===== src/clock_switch_params.svh =====
// constants for the dynamic clock switch controller: offsets, fields, codes, timing
// assumes a 25 MHz system clock and a classic wishbone register port
`ifndef CLOCK_SWITCH_PARAMS_SVH
`define CLOCK_SWITCH_PARAMS_SVH

// ============================================================
// register byte offsets
`define CMD_REG_OFFSET      4'h0
`define SEL_REG_OFFSET      4'h4

// ============================================================
// command register fields
`define CMD_UNLOCK_BIT      7
`define CMD_READY_BIT       4
`define CMD_CODE_MSB        3
`define CMD_CODE_LSB        0
`define CMD_UNLOCK_VALUE    8'h80

// ============================================================
// selection register fields
`define SEL_CLKOUT_BIT      6
`define SEL_STARTUP_MSB     5
`define SEL_STARTUP_LSB     4
`define SEL_SOURCE_MSB      3
`define SEL_SOURCE_LSB      0

// ============================================================
// command codes
`define CODE_NONE           4'h0
`define CODE_DISABLE        4'h1
`define CODE_ENABLE         4'h2
`define CODE_REQUEST        4'h3
`define CODE_SWITCH         4'h4
`define CODE_RECOVER        4'h5
`define CODE_CLKOUT         4'h7

// ============================================================
// sources and reset values
`define NUM_SOURCES         5
`define CMD_RESET           8'h00
`define UNLOCK_WINDOW       3'h4

// ============================================================
// start-up times per start-up code, in ns, and cycle counts at 40 ns
`define CLK_PERIOD_NS       40
`define STARTUP_T0_NS       400
`define STARTUP_T1_NS       4000
`define STARTUP_T2_NS       40000
`define STARTUP_T3_NS       160000
`define NS_TO_CYCLES(t)     ((((t) + `CLK_PERIOD_NS - 1) / `CLK_PERIOD_NS))

`endif


===== src/clock_switch_pkg.sv =====
// types shared by the clock switch controller files
// assumes clock_switch_params.svh is on the include path
`include "clock_switch_params.svh"

package clock_switch_pkg;

    typedef struct packed {
        logic       reserved;
        logic       clk_out;
        logic [1:0] startup;
        logic [3:0] source;
    } sel_reg_type;

    typedef enum logic [1:0] {
        LOCKED,
        UNLOCKED,
        EXECUTE
    } unlock_state_type;

    // start-up code to a cycle count, rounded up
    function automatic logic [12:0] startup_cycles(input logic [1:0] code);
        logic [12:0] n;
        n = 13'h0001;
        case (code)
            2'h0:    n = 13'(`NS_TO_CYCLES(`STARTUP_T0_NS));
            2'h1:    n = 13'(`NS_TO_CYCLES(`STARTUP_T1_NS));
            2'h2:    n = 13'(`NS_TO_CYCLES(`STARTUP_T2_NS));
            default: n = 13'(`NS_TO_CYCLES(`STARTUP_T3_NS));
        endcase
        return n;
    endfunction

endpackage


===== src/dynamic_clock_switch_ctrl.sv =====
// dynamic clock switch controller with a protected command register
// assumes a classic wishbone master on clk_i and static fuse inputs
// Notes on behaviour
// - reset takes the system clock source from the source choice fuses.
// - switch accepts RC, watchdog oscillator, external clock, crystal, PLL/4.
// - an enabled source runs its start-up count before being usable.
// - availability request reports the chosen source status in command register.
// - no clock and clock not yet ready both read as not ready.
// - a valid write of the code field delivers that command once.
// - unlock step writes only the unlock bit set, all else zero.
// - the new value is accepted within four cycles with unlock cleared.
// - codes 0 and 1xxx do nothing; 1 disable, 2 enable, 3 request, 4 switch.
// - code 5 recovers current source code; code 7 applies clock output.
// - bit 7 of the selection register always reads zero.
// - clock output select loads from the clock output fuse at reset.
// - output select acts only on clock output command; recover keeps it.
// - start-up time field loads from the start-up fuses at reset.
// - enable uses the start-up time field for the source; disable stops it unless it is the current system source.
//
// Chosen here: the address map and the Wishbone interface to the registers.
`include "clock_switch_params.svh"
module dynamic_clock_switch_ctrl #(
    parameter int NSRC = `NUM_SOURCES
) (
    input  wire logic        clk_i,
    input  wire logic        rst_i,
    input  wire logic        cyc_i,
    input  wire logic        stb_i,
    input  wire logic        we_i,
    input  wire logic [3:0]  adr_i,
    input  wire logic [3:0]  sel_i,
    input  wire logic [31:0] dat_i,
    output logic      [31:0] dat_o,
    output logic             ack_o,
    input  wire logic [3:0]  source_choice_fuses_i,
    input  wire logic [1:0]  startup_fuses_i,
    input  wire logic        output_clock_fuse_i,
    input  wire logic [NSRC-1:0] source_alive_i,
    output logic      [NSRC-1:0] source_enable_o,
    output logic      [3:0]  system_source_o,
    output logic             clock_out_enable_o
);
    import clock_switch_pkg::*;

    // ============================================================
    // state
    clock_switch_pkg::sel_reg_type sel_q;
    clock_switch_pkg::unlock_state_type ustate_q;
    logic [3:0]      code_q;
    logic [2:0]      window_q;
    logic [3:0]      current_q;
    logic [3:0]      query_q;
    logic            clk_out_q;
    logic            ack_q;
    logic [31:0]     rdata_q;
    logic [NSRC-1:0] alive_s;
    logic [NSRC-1:0] ready_w;
    logic [NSRC-1:0] start_w;
    logic [NSRC-1:0] stop_w;

    // ============================================================
    // bus decode
    wire        access_w   = cyc_i && stb_i && !ack_q;
    wire        lane_w     = sel_i[0];
    wire        hit_cmd_w  = (adr_i == `CMD_REG_OFFSET);
    wire        hit_sel_w  = (adr_i == `SEL_REG_OFFSET);
    wire        wr_cmd_w   = access_w && we_i && lane_w && hit_cmd_w;
    wire        wr_sel_w   = access_w && we_i && lane_w && hit_sel_w;
    wire [7:0]  wbyte_w    = dat_i[7:0];
    wire        unlock_w   = wr_cmd_w && (wbyte_w == `CMD_UNLOCK_VALUE);
    wire        window_w   = (ustate_q == UNLOCKED) && (window_q != 3'h0);
    wire        accept_w   = wr_cmd_w && window_w && !wbyte_w[`CMD_UNLOCK_BIT];
    wire        execute_w  = (ustate_q == EXECUTE);
    wire [3:0]  src_w      = sel_q.source;
    wire        src_ok_w   = (src_w < 4'(NSRC));
    wire [NSRC-1:0] src_bit_w = NSRC'(1) << src_w;
    wire        is_dis_w   = execute_w && (code_q == `CODE_DISABLE);
    wire        is_en_w    = execute_w && (code_q == `CODE_ENABLE);
    wire        is_req_w   = execute_w && (code_q == `CODE_REQUEST);
    wire        is_sw_w    = execute_w && (code_q == `CODE_SWITCH);
    wire        is_rec_w   = execute_w && (code_q == `CODE_RECOVER);
    wire        is_co_w    = execute_w && (code_q == `CODE_CLKOUT);
    wire        target_rdy = src_ok_w && ready_w[src_w[2:0]];
    wire        flag_w     = (query_q < 4'(NSRC)) && ready_w[query_q[2:0]];
    wire [7:0]  cmd_rd_w   = {window_w, 2'b00, flag_w, code_q};
    wire [7:0]  sel_rd_w   = {1'b0, sel_q.clk_out, sel_q.startup, sel_q.source};

    // ============================================================
    // wishbone slave: one wait state, unmapped reads give zero
    always_ff @(posedge clk_i) begin
        if (rst_i) begin
            ack_q   <= 1'b0;
            rdata_q <= 32'h0000_0000;
        end else begin
            ack_q   <= access_w;
            rdata_q <= hit_cmd_w ? {24'h00_0000, cmd_rd_w} :
                       hit_sel_w ? {24'h00_0000, sel_rd_w} : 32'h0000_0000;
        end
    end

    assign ack_o = ack_q;
    assign dat_o = rdata_q;

    // ============================================================
    // protected command write: unlock, then one write inside the window
    always_ff @(posedge clk_i) begin
        if (rst_i) begin
            ustate_q <= LOCKED;
            window_q <= 3'h0;
        end else begin
            case (ustate_q)
                LOCKED: begin
                    if (unlock_w) begin
                        ustate_q <= UNLOCKED;
                        window_q <= `UNLOCK_WINDOW;
                    end
                end
                UNLOCKED: begin
                    if (accept_w) begin
                        ustate_q <= EXECUTE;
                        window_q <= 3'h0;
                    end else if (unlock_w) begin
                        window_q <= `UNLOCK_WINDOW;
                    end else if (window_q == 3'h1) begin
                        ustate_q <= LOCKED;
                        window_q <= 3'h0;
                    end else begin
                        window_q <= window_q - 3'h1;
                    end
                end
                EXECUTE: begin
                    ustate_q <= LOCKED;
                end
                default: begin
                    ustate_q <= LOCKED;
                    window_q <= 3'h0;
                end
            endcase
        end
    end

    // command code holds its value; only the protected write changes it
    always_ff @(posedge clk_i) begin
        if (rst_i) begin
            code_q <= `CODE_NONE;
        end else if (accept_w) begin
            code_q <= wbyte_w[`CMD_CODE_MSB:`CMD_CODE_LSB];
        end
    end

    // ============================================================
    // selection register: fuses at reset, software writes, recover
    always_ff @(posedge clk_i) begin
        if (rst_i) begin
            sel_q.reserved <= 1'b0;
            sel_q.clk_out  <= output_clock_fuse_i;
            sel_q.startup  <= startup_fuses_i;
            sel_q.source   <= source_choice_fuses_i;
        end else if (is_rec_w) begin
            sel_q.source   <= current_q;
        end else if (wr_sel_w) begin
            sel_q.reserved <= 1'b0;
            sel_q.clk_out  <= wbyte_w[`SEL_CLKOUT_BIT];
            sel_q.startup  <= wbyte_w[`SEL_STARTUP_MSB:`SEL_STARTUP_LSB];
            sel_q.source   <= wbyte_w[`SEL_SOURCE_MSB:`SEL_SOURCE_LSB];
        end
    end

    // ============================================================
    // command execution
    always_ff @(posedge clk_i) begin
        if (rst_i) begin
            current_q <= source_choice_fuses_i;
            query_q   <= source_choice_fuses_i;
            clk_out_q <= 1'b0;
        end else begin
            if (is_sw_w && target_rdy) begin
                current_q <= src_w;
            end
            if ((is_req_w || is_en_w) && src_ok_w) begin
                query_q <= src_w;
            end
            if (is_co_w) begin
                clk_out_q <= sel_q.clk_out;
            end
        end
    end

    assign system_source_o    = current_q;
    assign clock_out_enable_o = clk_out_q;

    // ============================================================
    // per-source start-up timers
    level_sync #(
        .WIDTH(NSRC)
    ) alive_sync (
        .clk_i  (clk_i),
        .rst_i  (rst_i),
        .async_i(source_alive_i),
        .sync_o (alive_s)
    );

    genvar g;
    generate
        for (g = 0; g < NSRC; g = g + 1) begin : gen_src
            assign start_w[g] = is_en_w && (src_w == 4'(g));
            assign stop_w[g]  = is_dis_w && (src_w == 4'(g)) && (current_q != 4'(g));
            startup_timer timer (
                .clk_i    (clk_i),
                .rst_i    (rst_i),
                .start_i  (start_w[g]),
                .stop_i   (stop_w[g]),
                .code_i   (sel_q.startup),
                .alive_i  (alive_s[g]),
                .enabled_o(source_enable_o[g]),
                .ready_o  (ready_w[g])
            );
        end
    endgenerate

    // ============================================================
    // checks
    a_ack_single: assert property (@(posedge clk_i) disable iff (rst_i)
        ack_o |=> !ack_o)
        else $error("ack held longer than one cycle");

    a_reserved_zero: assert property (@(posedge clk_i) disable iff (rst_i)
        (ack_o && !we_i && $past(hit_sel_w)) |-> !dat_o[7])
        else $error("reserved selection bit read as one");

    a_window_closes: assert property (@(posedge clk_i) disable iff (rst_i)
        (unlock_w && ustate_q == LOCKED) |-> ##[1:5] ((ustate_q != UNLOCKED) || unlock_w))
        else $error("unlock window stayed open too long");

    a_code_guarded: assert property (@(posedge clk_i) disable iff (rst_i)
        (code_q != $past(code_q)) |-> $past(accept_w))
        else $error("command code changed without unlock");

    a_switch_ready: assert property (@(posedge clk_i) disable iff (rst_i)
        (current_q != $past(current_q)) |-> $past(is_sw_w && target_rdy))
        else $error("switched to a source that was not ready");

    a_recover_keeps: assert property (@(posedge clk_i) disable iff (rst_i)
        $past(is_rec_w) |-> (sel_q.clk_out == $past(sel_q.clk_out)) && (sel_q.source == $past(current_q)))
        else $error("recover command disturbed the output select");

    a_clkout_cmd: assert property (@(posedge clk_i) disable iff (rst_i)
        (clock_out_enable_o != $past(clock_out_enable_o)) |-> $past(is_co_w))
        else $error("clock output changed outside its command");

    a_fuse_load: assert property (@(posedge clk_i)
        $past(rst_i) |-> (sel_q.clk_out == $past(output_clock_fuse_i))
                      && (sel_q.startup == $past(startup_fuses_i)))
        else $error("fuses not loaded at reset");

    a_enable_wait: assert property (@(posedge clk_i) disable iff (rst_i)
        (is_en_w && src_ok_w) |=> !ready_w[src_w[2:0]])
        else $error("source ready without start-up count");

    a_locked_stays: assert property (@(posedge clk_i) disable iff (rst_i)
        (ustate_q == LOCKED && !unlock_w) |=> (ustate_q == LOCKED))
        else $error("window opened without the unlock write");

    a_accept_recent: assert property (@(posedge clk_i) disable iff (rst_i)
        accept_w |-> ($past(unlock_w, 1) || $past(unlock_w, 2) || $past(unlock_w, 3) || $past(unlock_w, 4)))
        else $error("command accepted outside the four cycle window");

    a_unlock_reads: assert property (@(posedge clk_i) disable iff (rst_i)
        unlock_w |=> cmd_rd_w[`CMD_UNLOCK_BIT])
        else $error("unlock bit not shown after unlock write");

    a_exec_follows: assert property (@(posedge clk_i) disable iff (rst_i)
        execute_w |-> $past(accept_w))
        else $error("command executed without an accepted write");

    a_exec_once: assert property (@(posedge clk_i) disable iff (rst_i)
        execute_w |=> !execute_w)
        else $error("command delivered more than once");

    a_code_latch: assert property (@(posedge clk_i) disable iff (rst_i)
        accept_w |=> (code_q == $past(wbyte_w[`CMD_CODE_MSB:`CMD_CODE_LSB])))
        else $error("accepted code not stored");

    a_none_idle: assert property (@(posedge clk_i) disable iff (rst_i)
        (execute_w && ((code_q == `CODE_NONE) || code_q[3]))
        |=> $stable(source_enable_o) && $stable(system_source_o) && $stable(clock_out_enable_o))
        else $error("no-command code changed an output");

    a_enable_starts: assert property (@(posedge clk_i) disable iff (rst_i)
        (is_en_w && src_ok_w) |=> ((source_enable_o & $past(src_bit_w)) == $past(src_bit_w)))
        else $error("enable command did not enable the source");

    a_disable_stops: assert property (@(posedge clk_i) disable iff (rst_i)
        (is_dis_w && src_ok_w && (src_w != current_q)) |=> ((source_enable_o & $past(src_bit_w)) == '0))
        else $error("disable command did not stop the source");

    a_current_kept: assert property (@(posedge clk_i) disable iff (rst_i)
        (is_dis_w && (src_w == current_q)) |=> $stable(source_enable_o))
        else $error("running system source was stopped");

    a_request_query: assert property (@(posedge clk_i) disable iff (rst_i)
        (is_req_w && src_ok_w) |=> (query_q == $past(src_w)))
        else $error("request did not select the reported source");

    a_switch_taken: assert property (@(posedge clk_i) disable iff (rst_i)
        (is_sw_w && target_rdy) |=> (system_source_o == $past(src_w)))
        else $error("switch to a ready source not taken");

    a_switch_refused: assert property (@(posedge clk_i) disable iff (rst_i)
        (is_sw_w && !target_rdy) |=> $stable(system_source_o))
        else $error("switch to a source that was not ready taken");

    a_ready_enabled: assert property (@(posedge clk_i) disable iff (rst_i)
        ((ready_w & ~source_enable_o) == '0))
        else $error("disabled source reads ready");

    a_ready_alive: assert property (@(posedge clk_i) disable iff (rst_i)
        ((ready_w & ~alive_s) == '0))
        else $error("silent source reads ready");

    a_recover_startup: assert property (@(posedge clk_i) disable iff (rst_i)
        $past(is_rec_w) |-> (sel_q.startup == $past(sel_q.startup)))
        else $error("recover command disturbed the start-up field");

    a_clkout_value: assert property (@(posedge clk_i) disable iff (rst_i)
        is_co_w |=> (clock_out_enable_o == $past(sel_q.clk_out)))
        else $error("clock output command applied a wrong value");

    a_source_reset: assert property (@(posedge clk_i)
        $past(rst_i) |-> (system_source_o == $past(source_choice_fuses_i)))
        else $error("system source not taken from the fuses at reset");

    a_ack_after_take: assert property (@(posedge clk_i) disable iff (rst_i)
        (cyc_i && stb_i && !ack_o) |=> ack_o)
        else $error("bus request not answered after one wait state");

    a_upper_zero: assert property (@(posedge clk_i) disable iff (rst_i)
        ack_o |-> (dat_o[31:8] == 24'h00_0000))
        else $error("read data above the low byte not zero");
endmodule


===== src/level_sync.sv =====
// two-stage synchroniser for levels arriving from other clocks
// assumes each bit is a slow level; the first stage feeds only the second
module level_sync #(
    parameter int WIDTH = 1
) (
    input  wire logic             clk_i,
    input  wire logic             rst_i,
    input  wire logic [WIDTH-1:0] async_i,
    output logic      [WIDTH-1:0] sync_o
);
    logic [WIDTH-1:0] stage_q;

    always_ff @(posedge clk_i) begin
        if (rst_i) begin
            stage_q <= '0;
            sync_o  <= '0;
        end else begin
            stage_q <= async_i;
            sync_o  <= stage_q;
        end
    end
endmodule


===== src/startup_timer.sv =====
// start-up counter for one clock source
// assumes start/stop are one-cycle pulses and alive_i is already synchronised
module startup_timer (
    input  wire logic       clk_i,
    input  wire logic       rst_i,
    input  wire logic       start_i,
    input  wire logic       stop_i,
    input  wire logic [1:0] code_i,
    input  wire logic       alive_i,
    output logic            enabled_o,
    output logic            ready_o
);
    import clock_switch_pkg::*;

    logic [12:0] count_q;

    always_ff @(posedge clk_i) begin
        if (rst_i) begin
            enabled_o <= 1'b0;
            count_q   <= 13'h0000;
        end else if (stop_i) begin
            enabled_o <= 1'b0;
            count_q   <= 13'h0000;
        end else if (start_i) begin
            enabled_o <= 1'b1;
            count_q   <= startup_cycles(code_i);
        end else if (count_q != 13'h0000) begin
            count_q   <= count_q - 13'h0001;
        end
    end

    // a dead source and one still starting both read not ready
    assign ready_o = enabled_o && (count_q == 13'h0000) && alive_i;
endmodule


===== config.mk =====
export PLATFORM = sky130hd
export DESIGN_NAME = dynamic_clock_switch_ctrl
export DESIGN_NICKNAME = d
export VERILOG_FILES = /design/src/clock_switch_pkg.sv /design/src/dynamic_clock_switch_ctrl.sv /design/src/level_sync.sv /design/src/startup_timer.sv
export VERILOG_INCLUDE_DIRS = /design/src
export SDC_FILE = /design/constraint.sdc
export NUM_CORES = 1
export LEC_CHECK = 0
export BUFFER_PORTS_ARGS = -buffer_cell sky130_fd_sc_hd__buf_2
export CORE_MARGIN = 2
export CORE_UTILIZATION = 63
export CTS_BUF_LIST = sky130_fd_sc_hd__clkbuf_2 sky130_fd_sc_hd__clkbuf_4 sky130_fd_sc_hd__clkbuf_8
export CTS_CLUSTER_SIZE = 28
export DETAILED_ROUTE_END_ITERATION = 10
export GPL_TIMING_DRIVEN = 0
export PLACE_DENSITY_LB_ADDON = 0.08
export SLEW_MARGIN = 10
export SYNTH_ARGS = -nofsm -noshare
export SYNTH_HDL_FRONTEND = slang
export SYNTH_SLANG_ARGS = --single-unit

===== constraint.sdc =====
create_clock -name clk_i -period 5.25 [get_ports clk_i]
set_clock_uncertainty 0.2 [all_clocks]
set_input_delay 0.7875 -clock clk_i [delete_from_list [all_inputs] [get_ports clk_i]]
set_output_delay 0.7875 -clock clk_i [all_outputs]
set_load 0.03 [all_outputs]

After elaboration in Yosys (flattened, before gate mapping)
Cells that the tools add are included.

storage, ports and cells
  latch bits = 0
  input bits = 57
  memory bits (read-only) = 0
  bits in registers = 138
  logic and storage cells = 180
  memories = 0
  bits in writable memories = 0

operators by class
  $lt $le $gt $ge = 4
  mux-type cells = 35
  reduce and logical (&&, ||, !) cells = 83
  add/sub/neg operators = 6
  shifts and indexed selects = 0
  div/mod/pow operators = 0
  multiply operators = 0
  bitwise operators = 2
  equality and inequality tests = 25

operator list
  operator                                                count
  2-to-1 mux 13 bit                                       10
  zero test 13 bit                                        5
  nonzero test 13 bit                                     5
  subtractor 13 x 1 -> 13 bit (second input constant)     5
  logical AND 1 bit                                       45
  one-hot mux 12 bit (3 select lines)                     1
  2-to-1 mux 7 bit                                        3
  == test 4 x 3 -> 1 bit (second input constant)          5
  2-to-1 mux 4 bit                                        5
  == test 4 x 2 -> 1 bit (second input constant)          4
  nonzero test 2 bit                                      8
  2-to-1 mux 3 bit                                        5
  OR reduction 2 bit                                      6
  one-hot mux 3 bit (3 select lines)                      1
  == test 4 x 1 -> 1 bit (second input constant)          2
  == test 8 bit (second input constant)                   1
  zero test 4 bit                                         2
  < comparator 3 x 4 -> 1 bit (second input constant)     2
  < comparator 4 x 3 -> 1 bit (second input constant)     2
  2-to-1 mux 2 bit                                        4
  2-to-1 mux 8 bit                                        1
  inequality test 4 x 2 -> 1 bit (second input constant)  2
  binary-select mux 1 bit (select 3 bit)                  2
  nonzero test 3 bit                                      2
  19 further kinds                                        27

Longest topological paths before layout
  depth in word-level cells = 9
  gate-level depth with buffers = 8
  gate-level depth less buffers = 7

Modules after synthesis
From an unflattened synthesis, not the netlist that was laid out.

unflattened totals
  cell total of the unflattened synthesis = 708
  area total of the unflattened synthesis = 6732.7 um^2

modules (own cells, without submodules)
  module                     times used  cells each  seq. area each (um^2)  area an instance (um^2)
  startup_timer              5           97          280.3                  904.6
  dynamic_clock_switch_ctrl  1           203         830.8                  1946.9
  level_sync                 1           20          200.2                  262.8

Least setup slack after synthesis
OpenSTA, ideal clock, no wires.

  path type = reg-to-reg
  start = reg gen_src[2].timer.count_q[2]
  end = reg current_q[0] (netlist: system_source_o[0]) (enable)
  buffers on the path = 1
  cell stages (with the launch flop) = 7
  required time = 4715 ps
  slack = 2674 ps
  arrival = 2041 ps
  path through = dfxtp_1 > or4_4 > or4_1 > buf_2 > nor4b_1 > a2111oi_0 > o21ai_1

between the ends
  longest elaborated chain between the ends = 8

ends and longest elaborated chain
  what                                    RTL line                          source
  start: declaration                      startup_timer.sv:15               logic [12:0] count_q;
  start signal: assignment                startup_timer.sv:26               count_q <= startup_cycles(code_i);
  start signal: assignment                startup_timer.sv:28               count_q <= count_q - 13'h0001;
  zero test 13 bit                        startup_timer.sv:33               assign ready_o = enabled_o && (count_q == 13'h0000) && alive_i;
  logical AND 1 bit (2 in a row)          startup_timer.sv:33
  binary-select mux 1 bit (select 3 bit)  dynamic_clock_switch_ctrl.sv:83   wire target_rdy = src_ok_w && ready_w[src_w[2:0]];
  2-to-1 mux 1 bit (implied by the code)  dynamic_clock_switch_ctrl.sv:83
  logical AND 1 bit                       dynamic_clock_switch_ctrl.sv:83
  logical AND 1 bit                       dynamic_clock_switch_ctrl.sv:177  if (is_sw_w && target_rdy) begin
  nonzero test 2 bit (no source line)     --
  end signal: assignment                  dynamic_clock_switch_ctrl.sv:173  current_q <= source_choice_fuses_i;
  end signal: assignment                  dynamic_clock_switch_ctrl.sv:178  current_q <= src_w;
  end: declaration                        dynamic_clock_switch_ctrl.sv:51   logic [3:0] current_q;

Every way passes these cells. The select of a mux whose other input is x is not followed.
A chain may end at the register's enable or synchronous reset.

Final worst setup path
  start = reg gen_src[1].timer.count_q[8]
  end = reg current_q[2] (netlist: system_source_o[2]) (enable)

between the ends
  longest elaborated chain between the ends = 8

ends and longest elaborated chain
  what                                    RTL line
  start: declaration                      startup_timer.sv:15
  start signal: assignment                startup_timer.sv:26
  start signal: assignment                startup_timer.sv:28
  zero test 13 bit                        startup_timer.sv:33
  logical AND 1 bit (2 in a row)          startup_timer.sv:33
  binary-select mux 1 bit (select 3 bit)  dynamic_clock_switch_ctrl.sv:83
  2-to-1 mux 1 bit (implied by the code)  dynamic_clock_switch_ctrl.sv:83
  logical AND 1 bit                       dynamic_clock_switch_ctrl.sv:83
  logical AND 1 bit                       dynamic_clock_switch_ctrl.sv:177
  nonzero test 2 bit (no source line)     --

Every way passes these cells. The select of a mux whose other input is x is not followed.

==> impl_metrics.yaml <==
run_status:
  status: "finished, final reports clean"
routing:
  detail_route.iter0.violations: 280
  detail_route.first_pass.iterations: 5
  finalWirelength_mm: 14.5
  wl_per_cell_um: 16.0
  drc: 0
  routed_via_density: 5.96
  route.vias.total: 5398
  drtAntennaViolNets: 0
critical_path:
  cp-start-kind: "register"
  critPathKind: "reg2reg"
  end_kind: "register"
  crit_fanout: 10
  reg2reg_from: "gen_src[1].timer.count_q[8]$_SDFFE_PP0P_"
  crit_end: "system_source_o[2]$_DFFE_PP_"
  timing.rr.end: "system_source_o[2]$_DFFE_PP_"
  cp.arrival_ps: 2950
  rrSetupSlack_ps: 2190
  rr_worst_depth: 5
  required_ps: 5130
  startpoint: "gen_src[1].timer.count_q[8]$_SDFFE_PP0P_"
power:
  peakVddDrop_mv: 0.300
  total_power_uw: 3700
  powerDensity_nw_per_um2: 538
  leakagePower_uw: 0.00294
global_route:
  grt_pass1_vias: 5187
  antenna_found_initial: 0
  grt_max_degree: 17
  overflow: 0
  grt_pass1_wl_mm: 23.8
  grt_use_total_pct: 29.4
sta:
  grt_setup_unrepaired: "false"
  fin_tns_setup_ps: 0
  fin_crit_sh_pct: 58.4
  fin_crit_ps: 3060
  finalSetupViolCount: 0
  hold_viol_final: 0
  slew_violations: 0
  max_freq_mhz: 326
  slew_headroom_pct: 42.6
  worst_pin_slew_ps: 849
  whs_ps: 240
finish:
  layout_commonest_cell: "dfxtp_1"
  final_cell_mix: "99 x dfxtp_1, 66 x nor2_1, 56 x nand2_1"
  drive_above_1_share_pct: 16.1
  nFillCells: 709
  num-nets-final: 856
  antenna_cells: 0
  instances_no_fill: 905
  area_growth_pct: 15.3
synth:
  synth_area_per_cell_um2: 8.64
  synth_ff_type: "dfxtp_1"
  ys_warn_count: 0
  synth_largest_area_cell: "dfxtp_1"
  netlist_area_um2: 5970
  yosysSeqAreaShare_pct: 40.7
  async_flop_share_pct: 0
  synth_seq_cells: 114
  synthTopCellsByArea: "dfxtp_1 33%, edfxtp_1 7.5%, nor2_1 4.2%"
  ys_types: 65
  netlist_instances: 691
  synth_edf_count: 15
  synth_top_area_share_pct: 33.2
place:
  io_buffer_count: 48
  dp_cells: 873
  gp_congestion: 0.893
  dpl.hpwl_mm: 10.3
die:
  io_pins: 100
  row_count: 35
  die_w_um: 101
  die_h_um: 101
  floorplan.initialDensity_pct: 64.9
  dieArea_um2: 10300
  core_area_um2: 9200
job:
  drv_cap: 0
clocking:
  cts_sinks: 114
  cts_made_buffers: 17
  cts_resized: 0
  post_cts_buffers: 0
  cts_hold_buffers: 0
  htree_levels: 4
  root_buffer: "clkbuf_8"
  cts_tree: "yes"
  clock_latency_ps: 430
  cts.clk_slew.worst_paths_ps: 80
  clockBufferDepth: 2
hold_path:
  min_from: "alive_sync.stage_q[0]$_SDFF_PP0_"
  hold_class: "reg2reg"
## layer usage
| layer | routed length, µm | vias to the layer above | GRT usage, % |
|---|---|---|---|
| met1 | 6220 | 2551 | 36.6 |
| met4 | 413 | 0 | 12.8 |
| met2 | 6950 | 194 | 49.0 |
| met3 | 901 | 36 | 6.76 |
| met5 | 0 | - | 0 |
| li1 | - | 2617 | - |
## critical path, cell delays in order (launching register included)
cell and delay (ps):
dfxtp_1 360, nor4_1 580, nand4_1 600, nor4_1 440, a2111oi_0 140, o21ai_1 390
## worst min path at each step
stage / to / slack (ps) / cells after the start
after floorplan: alive_sync.sync_o[0]$_SDFF_PP0_ / 210 / 1
after global placement: alive_sync.sync_o[2]$_SDFF_PP0_ / 220 / 1
after detailed placement: alive_sync.sync_o[0]$_SDFF_PP0_ / 230 / 1
after CTS: alive_sync.sync_o[0]$_SDFF_PP0_ / 240 / 1
after global routing: alive_sync.sync_o[4]$_SDFF_PP0_ / 270 / 1
final: alive_sync.sync_o[0]$_SDFF_PP0_ / 240 / 1
## kinds of logic (layout without fill, tap and decap cells)
group	Yosys count	after routing	synth area share (%)
xor gates and xnor gates	38	38	5.58
other	1	24	0.0628
buffers and inverters	80	160	7.00
AOI/OAI and AO/OA	132	132	13.8
muxes	21	21	3.61
DFF	114	114	40.7
adders and majority gates	18	18	3.77
and+or+nand+nor	287	287	25.5
## registers in the layout, summed over array words and instances (netlist names)
| register | cells |
|---|---|
| query_q | 4 |
| src_w | 4 |
| sel_q | 3 |
| system_source_o | 4 |
| gen_src.timer.enabled_o | 5 |
| alive_sync.stage_q | 5 |
| ack_o | 1 |
| window_q | 3 |
| code_q | 4 |
| gen_src.timer.count_q | 65 |
| clock_out_enable_o | 1 |
| ustate_q | 2 |
| alive_sync.sync_o | 5 |
| dat_o | 8 |
## cells in the mapped netlist (9+ instances only)
master,count
inv_1,27
xnor2_1,16
buf_4,29
nor4_1,16
mux2i_1,17
nor2_1,66
dfxtp_1,99
nor2b_1,15
a21oi_1,36
nand3_1,35
ha_1,18
edfxtp_1,15
nand4_1,12
or4_1,9
nand2_1,56
clkbuf_1,21
a31oi_1,15
xor2_1,22
nor3_1,20
o21ai_0,28
## per-stage QoR
step           worst slack (ps)  area [µm²]  utilization [%]
5_1_grt                    2020        6890             74.9
3_3_place_gp               2360        6430             70.0
2_1_floorplan              2670        6060                -
6_report                   2190        6890             74.9
4_1_cts                    2290        6890             74.9
3_5_place_dp               2330        6430             70.0
## where the power goes
group | switching [µW] | internal, µW | leakage, µW
Sequential | 208 | 1090 | 0.000960
Combinational | 846 | 630 | 0.00176
Clock | 379 | 549 | 0.000215
## area by class of cell
cell class,count,area [µm²],share of cell area [%]
flip-flops and latches,114,2430,35.3
clock inverters,12,181,2.63
repair buffers,48,240,3.49
plain buffers,53,317,4.60
clock buffers,20,269,3.91
inverters,27,101,1.47
multi-input cells,520,3210,46.6
well taps,111,139,2.02
Power figures use the tool's default switching activity.
